## config.mk

```make
export PLATFORM = sky130hd
export DESIGN_NAME = hmsd_top
export DESIGN_NICKNAME = d
export VERILOG_FILES = /design/src/include/hmsd_pkg.sv /design/src/logic/hmsd_sync.sv /design/src/logic/hmsd_top.sv
export SDC_FILE = /design/constraint.sdc
export NUM_CORES = 1
export LEC_CHECK = 0
export BUFFER_PORTS_ARGS = -buffer_cell sky130_fd_sc_hd__buf_2
export CORE_MARGIN = 2
export CORE_UTILIZATION = 48
export DETAILED_ROUTE_END_ITERATION = 16
export PLACE_DENSITY = 0.74
export SYNTH_ARGS = -nofsm -noshare
export SYNTH_HDL_FRONTEND = slang
export SYNTH_HIERARCHICAL = 1
export SYNTH_SLANG_ARGS = --single-unit
```

## constraint.sdc

```tcl
create_clock -name clock_i -period 1.49 [get_ports clock_i]
set_input_delay 0.298 -clock clock_i [delete_from_list [all_inputs] [get_ports clock_i]]
set_output_delay 0.298 -clock clock_i [all_outputs]
set_load 0.05 [all_outputs]
```

## src/include/hmsd_pkg.sv

```systemverilog
// What this block does
// (RULE1) Aux clock driven only when enabled, host mode.
// (RULE2) Mode strap: low hardware, mid serial, high parallel.
// (RULE3) Parallel mode: mux pin high selects shared bus.
// (RULE4) Hardware mode impedance pin picks termination.
// (RULE5) 120 ohm variant inverts E1 impedance only.
// (RULE6) Parallel mode: bus style pin picks strobes.
// (RULE7) Hardware mode code pin: AMI high, else B8ZS/HDB3.
// (RULE8) Host keeps chip select low during accesses.
// (RULE9) Jitter strap: low transmit, mid off, high receive. Decoded only in hardware mode; off in host modes.
// (RULE10) Straps synchronised; mode held after reset release.
package hmsd_pkg;
  // Register offsets on the plain register port.
  localparam logic [5:0] MCR_OFS = 6'h00;
  localparam logic [5:0] CCR_OFS = 6'h01;
  localparam logic [5:0] STAT_OFS = 6'h02;
  // Field positions.
  localparam int MCR_AUX_EN_BIT = 0;
  localparam int CCR_DIV_LSB = 0;
  localparam int CCR_DIV_W = 4;
  localparam int STAT_VALID_BIT = 2;
  // Reset values.
  localparam logic [7:0] MCR_RST = 8'h00;
  localparam logic [7:0] CCR_RST = 8'h00;
  // Cycles from reset release until the mode strap is trusted.
  localparam logic [1:0] SETTLE_CYCLES = 2'h3;
  // Two-bit comparator codes of a three-level strap.
  localparam logic [1:0] STRAP_LOW = 2'h0;
  localparam logic [1:0] STRAP_MID = 2'h1;
  localparam logic [1:0] STRAP_HIGH = 2'h3;

  // Control modes selected by the mode strap.
  typedef enum logic [1:0] {HMSD_MODE_HW, HMSD_MODE_SERIAL, HMSD_MODE_PARALLEL} hmsd_mode_t;
  // Termination and receive match choices.
  typedef enum logic [1:0] {HMSD_IMP_75, HMSD_IMP_100, HMSD_IMP_110, HMSD_IMP_120} hmsd_imp_t;
  // Line codes.
  typedef enum logic [1:0] {HMSD_CODE_AMI, HMSD_CODE_B8ZS, HMSD_CODE_HDB3} hmsd_code_t;
  // Jitter attenuator placement.
  typedef enum logic [1:0] {HMSD_JA_TX, HMSD_JA_OFF, HMSD_JA_RX} hmsd_ja_t;

  // Maps a comparator code to a level: 0 low, 1 mid, 2 high.
  // An inconsistent code is taken as mid, the floating default.
  function automatic logic [1:0] hmsd_level(input logic [1:0] code);
    logic [1:0] lvl;
    lvl = 2'h1;
    if (code == STRAP_LOW) begin
      lvl = 2'h0;
    end else if (code == STRAP_HIGH) begin
      lvl = 2'h2;
    end
    return lvl;
  endfunction : hmsd_level
endpackage : hmsd_pkg

```

## src/logic/hmsd_sync.sv

```systemverilog
`timescale 1ns/1ps
`default_nettype none
// Two-flop synchroniser for the strap comparator bits.
module hmsd_sync (
  input wire logic clock_i,
  input wire logic rst_i,
  input wire logic [3:0] d_i,
  output logic [3:0] q_o
);
  import hmsd_pkg::*;
  logic [3:0] meta_r; // First stage, read only by the second stage.

  // Both stages clear to the low level at reset.
  always_ff @(posedge clock_i or posedge rst_i) begin
    if (rst_i) begin
      meta_r <= 4'h0;
      q_o <= 4'h0;
    end else begin
      meta_r <= d_i;
      q_o <= meta_r;
    end
  end
endmodule : hmsd_sync
`default_nettype wire

```

## src/logic/hmsd_top.sv

```systemverilog
`timescale 1ns/1ps
`default_nettype none
// Control-mode strap and dual-function pin decoder.
module hmsd_top #(
  parameter bit VARIANT_120 = 1'b0 // Set for the build that defaults to 120 ohm.
) (
  input wire logic clock_i,
  input wire logic rst_i,
  input wire logic [1:0] control_mode_strap_i,
  input wire logic [1:0] jitter_atten_place_select_i,
  input wire logic chip_select_n_i,
  input wire logic line_impedance_select_i,
  input wire logic bus_style_select_i,
  input wire logic e1_mode_i,
  input wire logic [5:0] reg_addr_i,
  input wire logic [7:0] reg_wdata_i,
  input wire logic reg_wr_i,
  input wire logic reg_rd_i,
  output logic [7:0] reg_rdata_o,
  output hmsd_pkg::hmsd_mode_t mode_o,
  output logic mode_valid_o,
  output logic addr_data_mux_o,
  output logic sep_strobes_o,
  output hmsd_pkg::hmsd_imp_t impedance_o,
  output hmsd_pkg::hmsd_code_t line_code_o,
  output hmsd_pkg::hmsd_ja_t jitter_place_o,
  output logic aux_clock_out_o,
  output logic aux_clock_out_enable_o
);
  import hmsd_pkg::*;

  logic [3:0] strap_sync; // Synchronised mode and jitter comparator bits.
  logic [1:0] mode_lvl; // Level of the synchronised mode strap.
  logic [1:0] ja_lvl; // Level of the synchronised jitter strap.
  hmsd_mode_t mode_r, mode_nxt; // Captured control mode.
  logic valid_r, valid_nxt; // Mode has been captured.
  logic [1:0] settle_r, settle_nxt; // Cycles since reset release.
  logic [7:0] master_config_reg_r, master_config_reg_nxt;
  logic [7:0] clock_choice_reg_r, clock_choice_reg_nxt;
  logic [7:0] rdata_r, rdata_nxt;
  logic mux_r, mux_nxt;
  logic strobes_r, strobes_nxt;
  hmsd_imp_t imp_r, imp_nxt;
  hmsd_code_t code_r, code_nxt;
  hmsd_ja_t ja_r, ja_nxt;
  logic [CCR_DIV_W-1:0] div_r, div_nxt; // Aux clock half-period counter.
  logic aux_r, aux_nxt;
  logic aux_oe_r, aux_oe_nxt;
  logic hw_mode; // Captured mode is hardware mode.
  logic host_ok; // Host mode with chip select asserted.
  logic aux_run; // Aux clock may toggle.

  // Straps pass through synchronisers before any decoding.
  hmsd_sync u_sync (
    .clock_i(clock_i),
    .rst_i(rst_i),
    .d_i({jitter_atten_place_select_i, control_mode_strap_i}),
    .q_o(strap_sync)
  );

  assign mode_lvl = hmsd_level(strap_sync[1:0]); // [RULE10]
  assign ja_lvl = hmsd_level(strap_sync[3:2]); // [RULE10]
  assign hw_mode = (mode_r == HMSD_MODE_HW);
  // Registers are reached only in a host mode while chip select is low.
  assign host_ok = valid_r && !hw_mode && !chip_select_n_i; // [RULE8]
  assign aux_run = master_config_reg_r[MCR_AUX_EN_BIT] && valid_r && !hw_mode;

  // Mode capture: waits for the synchroniser, then freezes the mode.
  always_comb begin
    settle_nxt = settle_r;
    valid_nxt = valid_r;
    mode_nxt = mode_r;
    if (!valid_r) begin
      if (settle_r == SETTLE_CYCLES) begin
        valid_nxt = 1'b1;
        // Low hardware, mid serial host, high parallel host.
        if (mode_lvl == 2'h0) begin // [RULE2]
          mode_nxt = HMSD_MODE_HW;
        end else if (mode_lvl == 2'h1) begin
          mode_nxt = HMSD_MODE_SERIAL;
        end else begin
          mode_nxt = HMSD_MODE_PARALLEL;
        end
      end else begin
        settle_nxt = settle_r + 2'h1;
      end
    end
  end

  // Mode state registers; the mode never changes once valid.
  always_ff @(posedge clock_i or posedge rst_i) begin
    if (rst_i) begin
      settle_r <= 2'h0;
      valid_r <= 1'b0;
      mode_r <= HMSD_MODE_HW;
    end else begin
      settle_r <= settle_nxt;
      valid_r <= valid_nxt;
      mode_r <= mode_nxt; // [RULE10]
    end
  end

  // Register port: writes and reads accepted only through host_ok.
  always_comb begin
    master_config_reg_nxt = master_config_reg_r;
    clock_choice_reg_nxt = clock_choice_reg_r;
    rdata_nxt = 8'h00;
    if (reg_wr_i && host_ok) begin // [RULE8]
      if (reg_addr_i == MCR_OFS) begin
        master_config_reg_nxt = reg_wdata_i;
      end else if (reg_addr_i == CCR_OFS) begin
        clock_choice_reg_nxt = reg_wdata_i;
      end
    end
    if (reg_rd_i && host_ok) begin
      if (reg_addr_i == MCR_OFS) begin
        rdata_nxt = master_config_reg_r;
      end else if (reg_addr_i == CCR_OFS) begin
        rdata_nxt = clock_choice_reg_r;
      end else if (reg_addr_i == STAT_OFS) begin
        rdata_nxt = {5'h00, valid_r, mode_r};
      end
    end
  end

  // Register file flops; read data stand for one cycle only.
  always_ff @(posedge clock_i or posedge rst_i) begin
    if (rst_i) begin
      master_config_reg_r <= MCR_RST;
      clock_choice_reg_r <= CCR_RST;
      rdata_r <= 8'h00;
    end else begin
      master_config_reg_r <= master_config_reg_nxt;
      clock_choice_reg_r <= clock_choice_reg_nxt;
      rdata_r <= rdata_nxt;
    end
  end

  // Pin meanings, decoded from the captured mode every cycle.
  always_comb begin
    mux_nxt = 1'b0;
    strobes_nxt = 1'b0;
    imp_nxt = HMSD_IMP_75;
    code_nxt = HMSD_CODE_HDB3;
    ja_nxt = HMSD_JA_OFF;
    if (valid_r && mode_r == HMSD_MODE_PARALLEL) begin
      // High selects shared address/data lines.
      mux_nxt = line_impedance_select_i; // [RULE3]
      // Low: direction plus data strobe; high: read and write strobes.
      strobes_nxt = bus_style_select_i; // [RULE6]
    end else if (valid_r && hw_mode) begin
      if (e1_mode_i) begin
        // E1 choice between 75 and 120 ohm, flipped on the 120 build.
        if (line_impedance_select_i ^ VARIANT_120) begin // [RULE4] [RULE5]
          imp_nxt = HMSD_IMP_120;
        end else begin
          imp_nxt = HMSD_IMP_75;
        end
      end else begin
        // T1/J1 choice is the same on both builds.
        imp_nxt = line_impedance_select_i ? HMSD_IMP_110 : HMSD_IMP_100; // [RULE4]
      end
      if (bus_style_select_i) begin // [RULE7]
        code_nxt = HMSD_CODE_AMI;
      end else begin
        code_nxt = e1_mode_i ? HMSD_CODE_HDB3 : HMSD_CODE_B8ZS;
      end
      if (ja_lvl == 2'h0) begin // [RULE9]
        ja_nxt = HMSD_JA_TX;
      end else if (ja_lvl == 2'h2) begin
        ja_nxt = HMSD_JA_RX;
      end else begin
        ja_nxt = HMSD_JA_OFF;
      end
    end
  end

  // Decoded pin meaning flops.
  always_ff @(posedge clock_i or posedge rst_i) begin
    if (rst_i) begin
      mux_r <= 1'b0;
      strobes_r <= 1'b0;
      imp_r <= HMSD_IMP_75;
      code_r <= HMSD_CODE_HDB3;
      ja_r <= HMSD_JA_OFF;
    end else begin
      mux_r <= mux_nxt;
      strobes_r <= strobes_nxt;
      imp_r <= imp_nxt;
      code_r <= code_nxt;
      ja_r <= ja_nxt;
    end
  end

  // Aux clock divider; it idles low and undriven unless enabled in host mode.
  always_comb begin
    div_nxt = 4'h0;
    aux_nxt = 1'b0;
    aux_oe_nxt = aux_run; // [RULE1]
    if (aux_run) begin
      if (div_r == clock_choice_reg_r[CCR_DIV_LSB +: CCR_DIV_W]) begin
        aux_nxt = !aux_r;
      end else begin
        div_nxt = div_r + 4'h1;
        aux_nxt = aux_r;
      end
    end
  end

  // Aux clock flops.
  always_ff @(posedge clock_i or posedge rst_i) begin
    if (rst_i) begin
      div_r <= 4'h0;
      aux_r <= 1'b0;
      aux_oe_r <= 1'b0;
    end else begin
      div_r <= div_nxt;
      aux_r <= aux_nxt;
      aux_oe_r <= aux_oe_nxt;
    end
  end

  assign reg_rdata_o = rdata_r;
  assign mode_o = mode_r;
  assign mode_valid_o = valid_r;
  assign addr_data_mux_o = mux_r;
  assign sep_strobes_o = strobes_r;
  assign impedance_o = imp_r;
  assign line_code_o = code_r;
  assign jitter_place_o = ja_r;
  assign aux_clock_out_o = aux_r;
  assign aux_clock_out_enable_o = aux_oe_r;
endmodule : hmsd_top
`default_nettype wire

```

Yosys cells after proc, flatten, opt, wreduce, memory -nomap -nowiden. Cells that the tools add are included.

Reduce and logical (&&, ||, !) cells: 21. Add/sub/neg operators: 2. Mux-type cells: 31. Bitwise logic cells: 3. Eq/ne operators: 10.

Operators by type and width (count): two-way mux 2 bit (19); two-way mux 8 bit (3); == test 2 bit (second input constant) (5); zero test 2 bit (5); logical AND 1 bit (8); two-way mux 4 bit (2); == test 6 x 1 -> 1 bit (second input constant) (1); == test 6 x 2 -> 1 bit (second input constant) (1); zero test 6 bit (1); two-way mux 1 bit (6); AND reduction 2 bit (3); adder 4 x 1 -> 4 bit (second input constant) (1); == test 4 bit (1); zero test 1 bit (3); two-way mux 3 bit (1); inverter 1 bit (3); AND reduction 3 bit (1); adder 2 x 1 -> 2 bit (second input constant) (1); == test 2 x 1 -> 1 bit (second input constant) (1); inequality test 2 x 1 -> 1 bit (second input constant) (1).

Register bits: 51. Output and inout bits: 21. Logic and storage cells: 83.

Logic depth before layout (Yosys ltp). Gate-level depths: netlist (run 1).

Depth after elaboration: 8. Gate-level depth with buffers: 6. Mapped depth without buffers: 4.

By module. The synthesis (run 1) kept the hierarchy.

Modules (own cells, without submodules): hmsd_top (seq. area each 1078.5 µm², times used 1, area an instance 1873.0 µm², cells an instance 140); hmsd_sync (seq. area each 200.2 µm², times used 1, area an instance 203.9 µm², cells an instance 9).

Worst setup path before layout (run 1). No wires, ideal clock.

Path type: input to register. From: input reg_addr_i[3]. To: register clock_choice_reg_r[0]. Slack: -0.400 ns. Arrival time: 1.765 ns. Stages: 6. Cell sequence: or4_4 -> buf_6 -> nor3_4 -> and3_1 -> buf_6 -> mux2_4.

Word-level cells in the longest chain between the ends: 3. Elaborated cells on any way between the ends: 4.

RTL lines: from (decl) (line hmsd_top.sv:15) `input wire logic [5:0] reg_addr_i,`; zero test 6 bit (line hmsd_top.sv:109) `if (reg_addr_i == MCR_OFS) begin`; inverter 1 bit (no line); AND reduction 3 bit (no line) *; to (signal assigned) (line hmsd_top.sv:134) `clock_choice_reg_r <= clock_choice_reg_nxt;`; to (decl) (line hmsd_top.sv:39) `logic [7:0] clock_choice_reg_r, clock_choice_reg_nxt;`.

Every way passes the cells marked *; elsewhere a longest branch is shown, timed or not. A chain may end at the register's enable or synchronous reset.

Worst setup path in the final report (run 1).
From: input reg_addr_i[4]. To: register clock_choice_reg_r[2].

Same word-level chain as after synthesis.

==> results of run 1 <==
path summary, 6_finish.rpt:
check	start	endpoint	slack, ns	cells after the start
hold reg to reg	u_sync/meta_r[1]	u_sync/q_o[1]	0.35	0
max in group asynchronous	rst_i	line_code_o[1]	0.60	4
hold / removal	jitter_atten_place_select_i[0]	u_sync/meta_r[2]	0.11	1
setup / recovery	reg_addr_i[4]	clock_choice_reg_r[2]	-0.08	6
min in group asynchronous	rst_i	u_sync/meta_r[1]	0.48	3
setup reg to reg	mode_valid_o	master_config_reg_r[7]	0.01	5
metal layers:
metal / routed length, um / track usage [%] / share of wire [%] / up-vias
li1: - / - / - / 643
met1: 1605 / 22.00 / 39 / 708
met2: 2134 / 31.64 / 52 / 48
met3: 212 / 4.797 / 5.2 / 14
met4: 150 / 10.68 / 3.7 / 0
met5: 0 / 0 / 0 / -
cells by family after synthesis:
kind of cell / share of synthesized area (%)
buffers and inverters: 3.433
and+or+nand+nor: 12.05
xor gates and xnor gates: 3.795
muxes: 13.19
AOI/OAI and AO/OA: 3.554
DFF: 61.57
adders and majority gates: 2.410
Yosys cell counts:
cell type | n | area, um^2
or2_2 | 2 | 12.51
or3_2 | 1 | 7.510
inv_1 | 9 | 33.78
mux2_2 | 3 | 33.78
nand2_1 | 1 | 3.750
a22oi_1 | 5 | 37.54
or3_1 | 1 | 6.260
xor2_1 | 7 | 61.31
xnor2_1 | 2 | 17.52
nand4b_1 | 1 | 8.760
and3_1 | 4 | 25.02
nand3_1 | 3 | 15.01
o21ai_0 | 1 | 5.000
nand2b_1 | 2 | 12.51
mux2_4 | 16 | 240.2
nor3_1 | 2 | 10.01
clkbuf_1 | 1 | 3.750
nor2_1 | 16 | 60.06
o2111a_1 | 1 | 11.26
nor3_4 | 2 | 32.53
nor4_1 | 3 | 18.77
and4b_1 | 2 | 20.02
a21oi_1 | 4 | 20.02
buf_6 | 3 | 33.78
dfstp_2 | 2 | 52.55
dfrtp_1 | 49 | 1226
nor2b_1 | 1 | 6.260
or4_4 | 1 | 11.26
ha_1 | 4 | 50.05
per-stage QoR:
| step | total power [mW] | setup slack [ns] | utilization, % | hold slack (ns) |
|---|---|---|---|---|
| final | 2.524 | -0.08489 | 63.17 | 0.1114 |
| after global routing | 2.652 | -0.1124 | 63.17 | 0.1006 |
| after CTS | 2.561 | -0.06783 | 62.71 | 0.1041 |
| after detailed placement | 1.815 | -0.4290 | 60.04 | 0.2572 |
| after global placement | 1.800 | -0.3880 | 60.04 | 0.2420 |
| after floorplan | 1.690 | -0.4003 | - | 0.1137 |
sequential cells by signal, summed over array words and instances, names as in the netlist:
signal and count:
aux_clock_out_enable_o 1, mode_o 2, u_sync/meta_r 4, reg_rdata_o 8, div_r 4, u_sync/q_o 4
line_code_o 2, master_config_reg_r 8, aux_clock_out_o 1, addr_data_mux_o 1, mode_valid_o 1, impedance_o 2
clock_choice_reg_r 8, jitter_place_o 2, sep_strobes_o 1, settle_r 2
final cells by class:
class	count	area, um^2
Clock buffer	8	80.08
Fill cell	318	1505
Inverter	9	33.78
Multi-Input combinational cell	85	743.2
Sequential cell	51	1280
Tap cell	50	62.56
Timing Repair Buffer	64	381.6
power breakdown:
group | internal (mW) | switching [mW] | total, mW
registers | 1.44 | 0.0298 | 1.47
clock network | 0.334 | 0.398 | 0.732
logic | 0.130 | 0.189 | 0.319
timing repair:
item	CTS	global route
setup buffers	0	1
pin swaps	1	0
resized for setup	4	2
hold buffers	1	0
cloned	0	0
endpoints found under the setup margin	17	21
endpoints found under the hold margin	8	0
==> results.sh, run 1 <==
export IMPL_cp_required_ns=1.68
export IMPL_p_leak_nw=1.334
export IMPL_numCtsBuffers=5
export IMPL_violations="negative setup slack"
export IMPL_cts_max_level=2
export IMPL_rsz0062_at_grt="yes"
export IMPL_cpPeakStageDelay_ns=0.58
export IMPL_synthCells=149
export IMPL_die_area_um2=4869
export IMPL_antenna_found_initial=0
export IMPL_avgSynthCellArea_um2=13.94
export IMPL_stdcell_count=267
export IMPL_die_y_um=69.78
export IMPL_hold_viol=0
export IMPL_vias=1413
export IMPL_routed_wl_um=4103
export IMPL_worst_pin_slew_ns=0.3526
export IMPL_path_delay_family="simple AND/OR/NAND/NOR gates"
export IMPL_antenna_cells=0
export IMPL_worstPathMaxFanout=4
export IMPL_place_area_um2=2454
export IMPL_drtIter0Drc=75
export IMPL_path_cells="buf_6 -> or4_4 -> nor3_4 -> and3_4 -> buf_4 -> mux2_4"
export IMPL_slew_headroom_pct=76.28
export IMPL_clock_sinks=51
export IMPL_track_usage_pct=18.90
export IMPL_cp_arrival_ns=1.76
export IMPL_path_clk_slew_ns=0.08
export IMPL_syn_nets=179
export IMPL_rows=23
export IMPL_cts_root_buf="clkbuf_8"
export IMPL_ant_nets=0
export IMPL_setup_slack_ns=-0.08489
export IMPL_gp_congestion=0.7730
export IMPL_cts_tree="built"
export IMPL_crit_type="in2reg"
export IMPL_timing_final_crit_share_pct=105.7
export IMPL_grt_pass1_vias=1563
export IMPL_avgRoutedWirePerCell_um=15.37
export IMPL_yosys_warnings=6
export IMPL_synth_area_um2=2077
export IMPL_grt_first_pass_wirelength_um=7155
export IMPL_status="complete, but fails checks"
export IMPL_crit_slowest_cell="or4_4"
export IMPL_yosysUniqueCellTypes=29
export IMPL_dp_hpwl_um=3221
export IMPL_final_cell_mix="dfrtp_1, buf_2, nor2_1, mux2_4, buf_4"
export IMPL_maxCapViolations=0
export IMPL_synth_yosys_seq_area_share_pct=61.57
export IMPL_setup_viol=17
export IMPL_vdd_drop_max_uv=501.4
export IMPL_pin_count=47
export IMPL_placed_cells=257
export IMPL_timing_fmax_mhz=635.0
export IMPL_start_util_pct=50.83
export IMPL_die_x_um=69.78
export IMPL_area_growth_pct=24.28
export IMPL_drive_gt1_share_pct=45.62
export IMPL_drc=0
export IMPL_grt_max_degree=24
export IMPL_grt_overflow=0
export IMPL_dr_pass1_iters=4
export IMPL_mostFrequentLayoutCell="dfrtp_1"
export IMPL_final_nets=246
export IMPL_finalMaxSlewViolations=0
export IMPL_setup_worst_path_start_class="primary input"
export IMPL_via_per_inst=5.292
export IMPL_skew_ns=0.008148
export IMPL_setup_tns_final_ns=-1.256
export IMPL_cp_end_kind="flip-flop"
export IMPL_clk_latency_ns=0.30
export IMPL_finalCriticalPeriod_ns=1.575
export IMPL_clock_path_buffers=2
export IMPL_power_density_nw_per_um2=977.8
export IMPL_final_area_um2=2581
export IMPL_critical_path_buf_inv_count=2
export IMPL_synth_seq_cells=51
export IMPL_hold_path_class="in2reg"
export IMPL_port_buffers=46
export IMPL_core_area_um2=4086
No activity file was read; power rests on OpenSTA's default activity.
==> inputs of run 2 (changes only) <==
==> constraint.sdc (replaced) <==
create_clock -name clock_i -period 1.49 [get_ports clock_i]
set_input_delay 0.149 -clock clock_i [delete_from_list [all_inputs] [get_ports clock_i]]
set_output_delay 0.149 -clock clock_i [all_outputs]
set_load 0.05 [all_outputs]
==> run 2 against run 1 <==
Final cell count unchanged. The run now ends clean. Die area unchanged. First-iteration DRC count decreased by 15%. Total power increased by 7.6%. Setup slack improved by 0.12 ns.
==> results.sh, run 2 (synthesized netlist as in run 1, its figures left out) <==
export IMPL_dp_hpwl_um=3016
export IMPL_grt_overflow=0
export IMPL_hold_viol=0
export IMPL_dr_pass1_iters=4
export IMPL_die_y_um=69.78
export IMPL_cts_max_level=2
export IMPL_clk_latency_ns=0.30
export IMPL_vdd_drop_max_uv=761.8
export IMPL_setup_worst_path_start_class="primary input"
export IMPL_grt_first_pass_wirelength_um=6803
export IMPL_holdWs_ns=0.04786
export IMPL_pin_count=47
export IMPL_numCtsBuffers=5
export IMPL_gp_congestion=0.8002
export IMPL_status="completed"
export IMPL_drc=0
export IMPL_cp_arrival_ns=1.63
export IMPL_drive_gt1_share_pct=44.70
export IMPL_p_leak_nw=1.347
export IMPL_crit_type="in2reg"
export IMPL_mostFrequentLayoutCell="dfrtp_1"
export IMPL_clock_path_buffers=2
export IMPL_worst_pin_slew_ns=0.3365
export IMPL_timing_fmax_mhz=687.8
export IMPL_cp_end_kind="flip-flop"
export IMPL_clock_sinks=51
export IMPL_final_cell_mix="dfrtp_1, buf_2, mux2_4, nor2_1, buf_4"
export IMPL_finalCriticalPeriod_ns=1.454
export IMPL_area_growth_pct=25.90
export IMPL_vias=1342
export IMPL_worstPathMaxFanout=4
export IMPL_drtIter0Drc=64
export IMPL_power_density_nw_per_um2=1038
export IMPL_die_x_um=69.78
export IMPL_placed_cells=254
export IMPL_antenna_found_initial=0
export IMPL_grt_pass1_vias=1432
export IMPL_hold_path_class="in2reg"
export IMPL_setup_slack_ns=0.03612
export IMPL_path_clk_slew_ns=0.07
export IMPL_final_nets=246
export IMPL_final_area_um2=2615
export IMPL_rows=23
export IMPL_cts_root_buf="clkbuf_8"
export IMPL_via_per_inst=5.026
export IMPL_avgRoutedWirePerCell_um=15.14
export IMPL_cp_required_ns=1.67
export IMPL_slew_headroom_pct=77.57
export IMPL_grt_max_degree=28
export IMPL_post_cts_buffers=0
export IMPL_stdcell_count=267
export IMPL_timing_final_crit_share_pct=97.58
export IMPL_antenna_cells=0
export IMPL_die_area_um2=4869
export IMPL_track_usage_pct=18.03
export IMPL_core_area_um2=4086
export IMPL_dp_slack_ns=-0.2799
export IMPL_place_area_um2=2445
export IMPL_setup_viol=0
export IMPL_start_util_pct=50.83
export IMPL_ant_nets=0
export IMPL_port_buffers=46
export IMPL_cts_tree="built"
export IMPL_routed_wl_um=4043
export IMPL_rsz0062_at_grt="yes"
export IMPL_maxCapViolations=0
export IMPL_finalMaxSlewViolations=0
export IMPL_skew_ns=0.01396
## run 2: cell count changes in the layout (fill, tap and decap cells not counted), moves of 2 or more
cell,previous run,this run
dlygate4sd3_1,1,5
buf_4,15,12
buf_6,3,0
and3_1,2,4
and3_4,2,0
## run 2: worst max-delay path: stages
cell and delay (ns):
buf_2 0.10, or4_4 0.57, nor3_4 0.14, and3_1 0.20
buf_4 0.17, mux2_4 0.30
## run 2: what timing repair did
item / in CTS / in global routing
pin swaps: 0 / 1
endpoints found under the setup margin: 10 / 15
endpoints found under the hold margin: 53 / 0
cloned: 0 / 0
resized for setup: 1 / 2
hold buffers: 5 / 0
## run 2: final timing paths
path	startpoint	end	slack [ns]	cells after the start
setup / recovery	reg_addr_i[3]	clock_choice_reg_r[0]	0.04	6
hold / removal	bus_style_select_i	line_code_o[0]	0.05	2
setup reg to reg	mode_valid_o	clock_choice_reg_r[0]	0.08	5
hold reg to reg	u_sync/meta_r[3]	u_sync/q_o[3]	0.35	0
max in group asynchronous	rst_i	mode_valid_o	0.74	4
min in group asynchronous	rst_i	u_sync/q_o[0]	0.35	3
## run 2: power by group
part	switching, mW	internal [mW]
Clock	0.418	0.503
Combinational	0.187	0.132
Sequential	0.0317	1.44
Total	0.636	2.08
## run 2: per-layer routing
metal	wire, um	share of wire [%]	GRT usage [%]	vias to the layer above
met5	0	0	0	-
met4	95	2.3	8.120	0
met3	181	4.5	4.942	10
met2	2111	52	30.58	31
met1	1655	41	21.31	660
li1	-	-	-	641
## run 2: per-stage QoR
step                utilization, %   TNS [ns]  total power, mW
floorplan                        -     -4.117            1.690
global placement             59.83     -4.307            1.797
detailed placement           59.83     -4.710            1.808
CTS                          63.78          0            2.739
global route                 63.99  -0.005953            2.823
finish                       63.99          0            2.714
## run 2: area by class of cell
class | count | area [um^2]
clock buffer | 7 | 76.32
clock inverter | 1 | 30.03
fill | 313 | 1471
inverter | 9 | 33.78
multi-input combinational | 85 | 740.7
sequential | 51 | 1281
tap | 50 | 62.56
timing repair buffer | 64 | 390.4
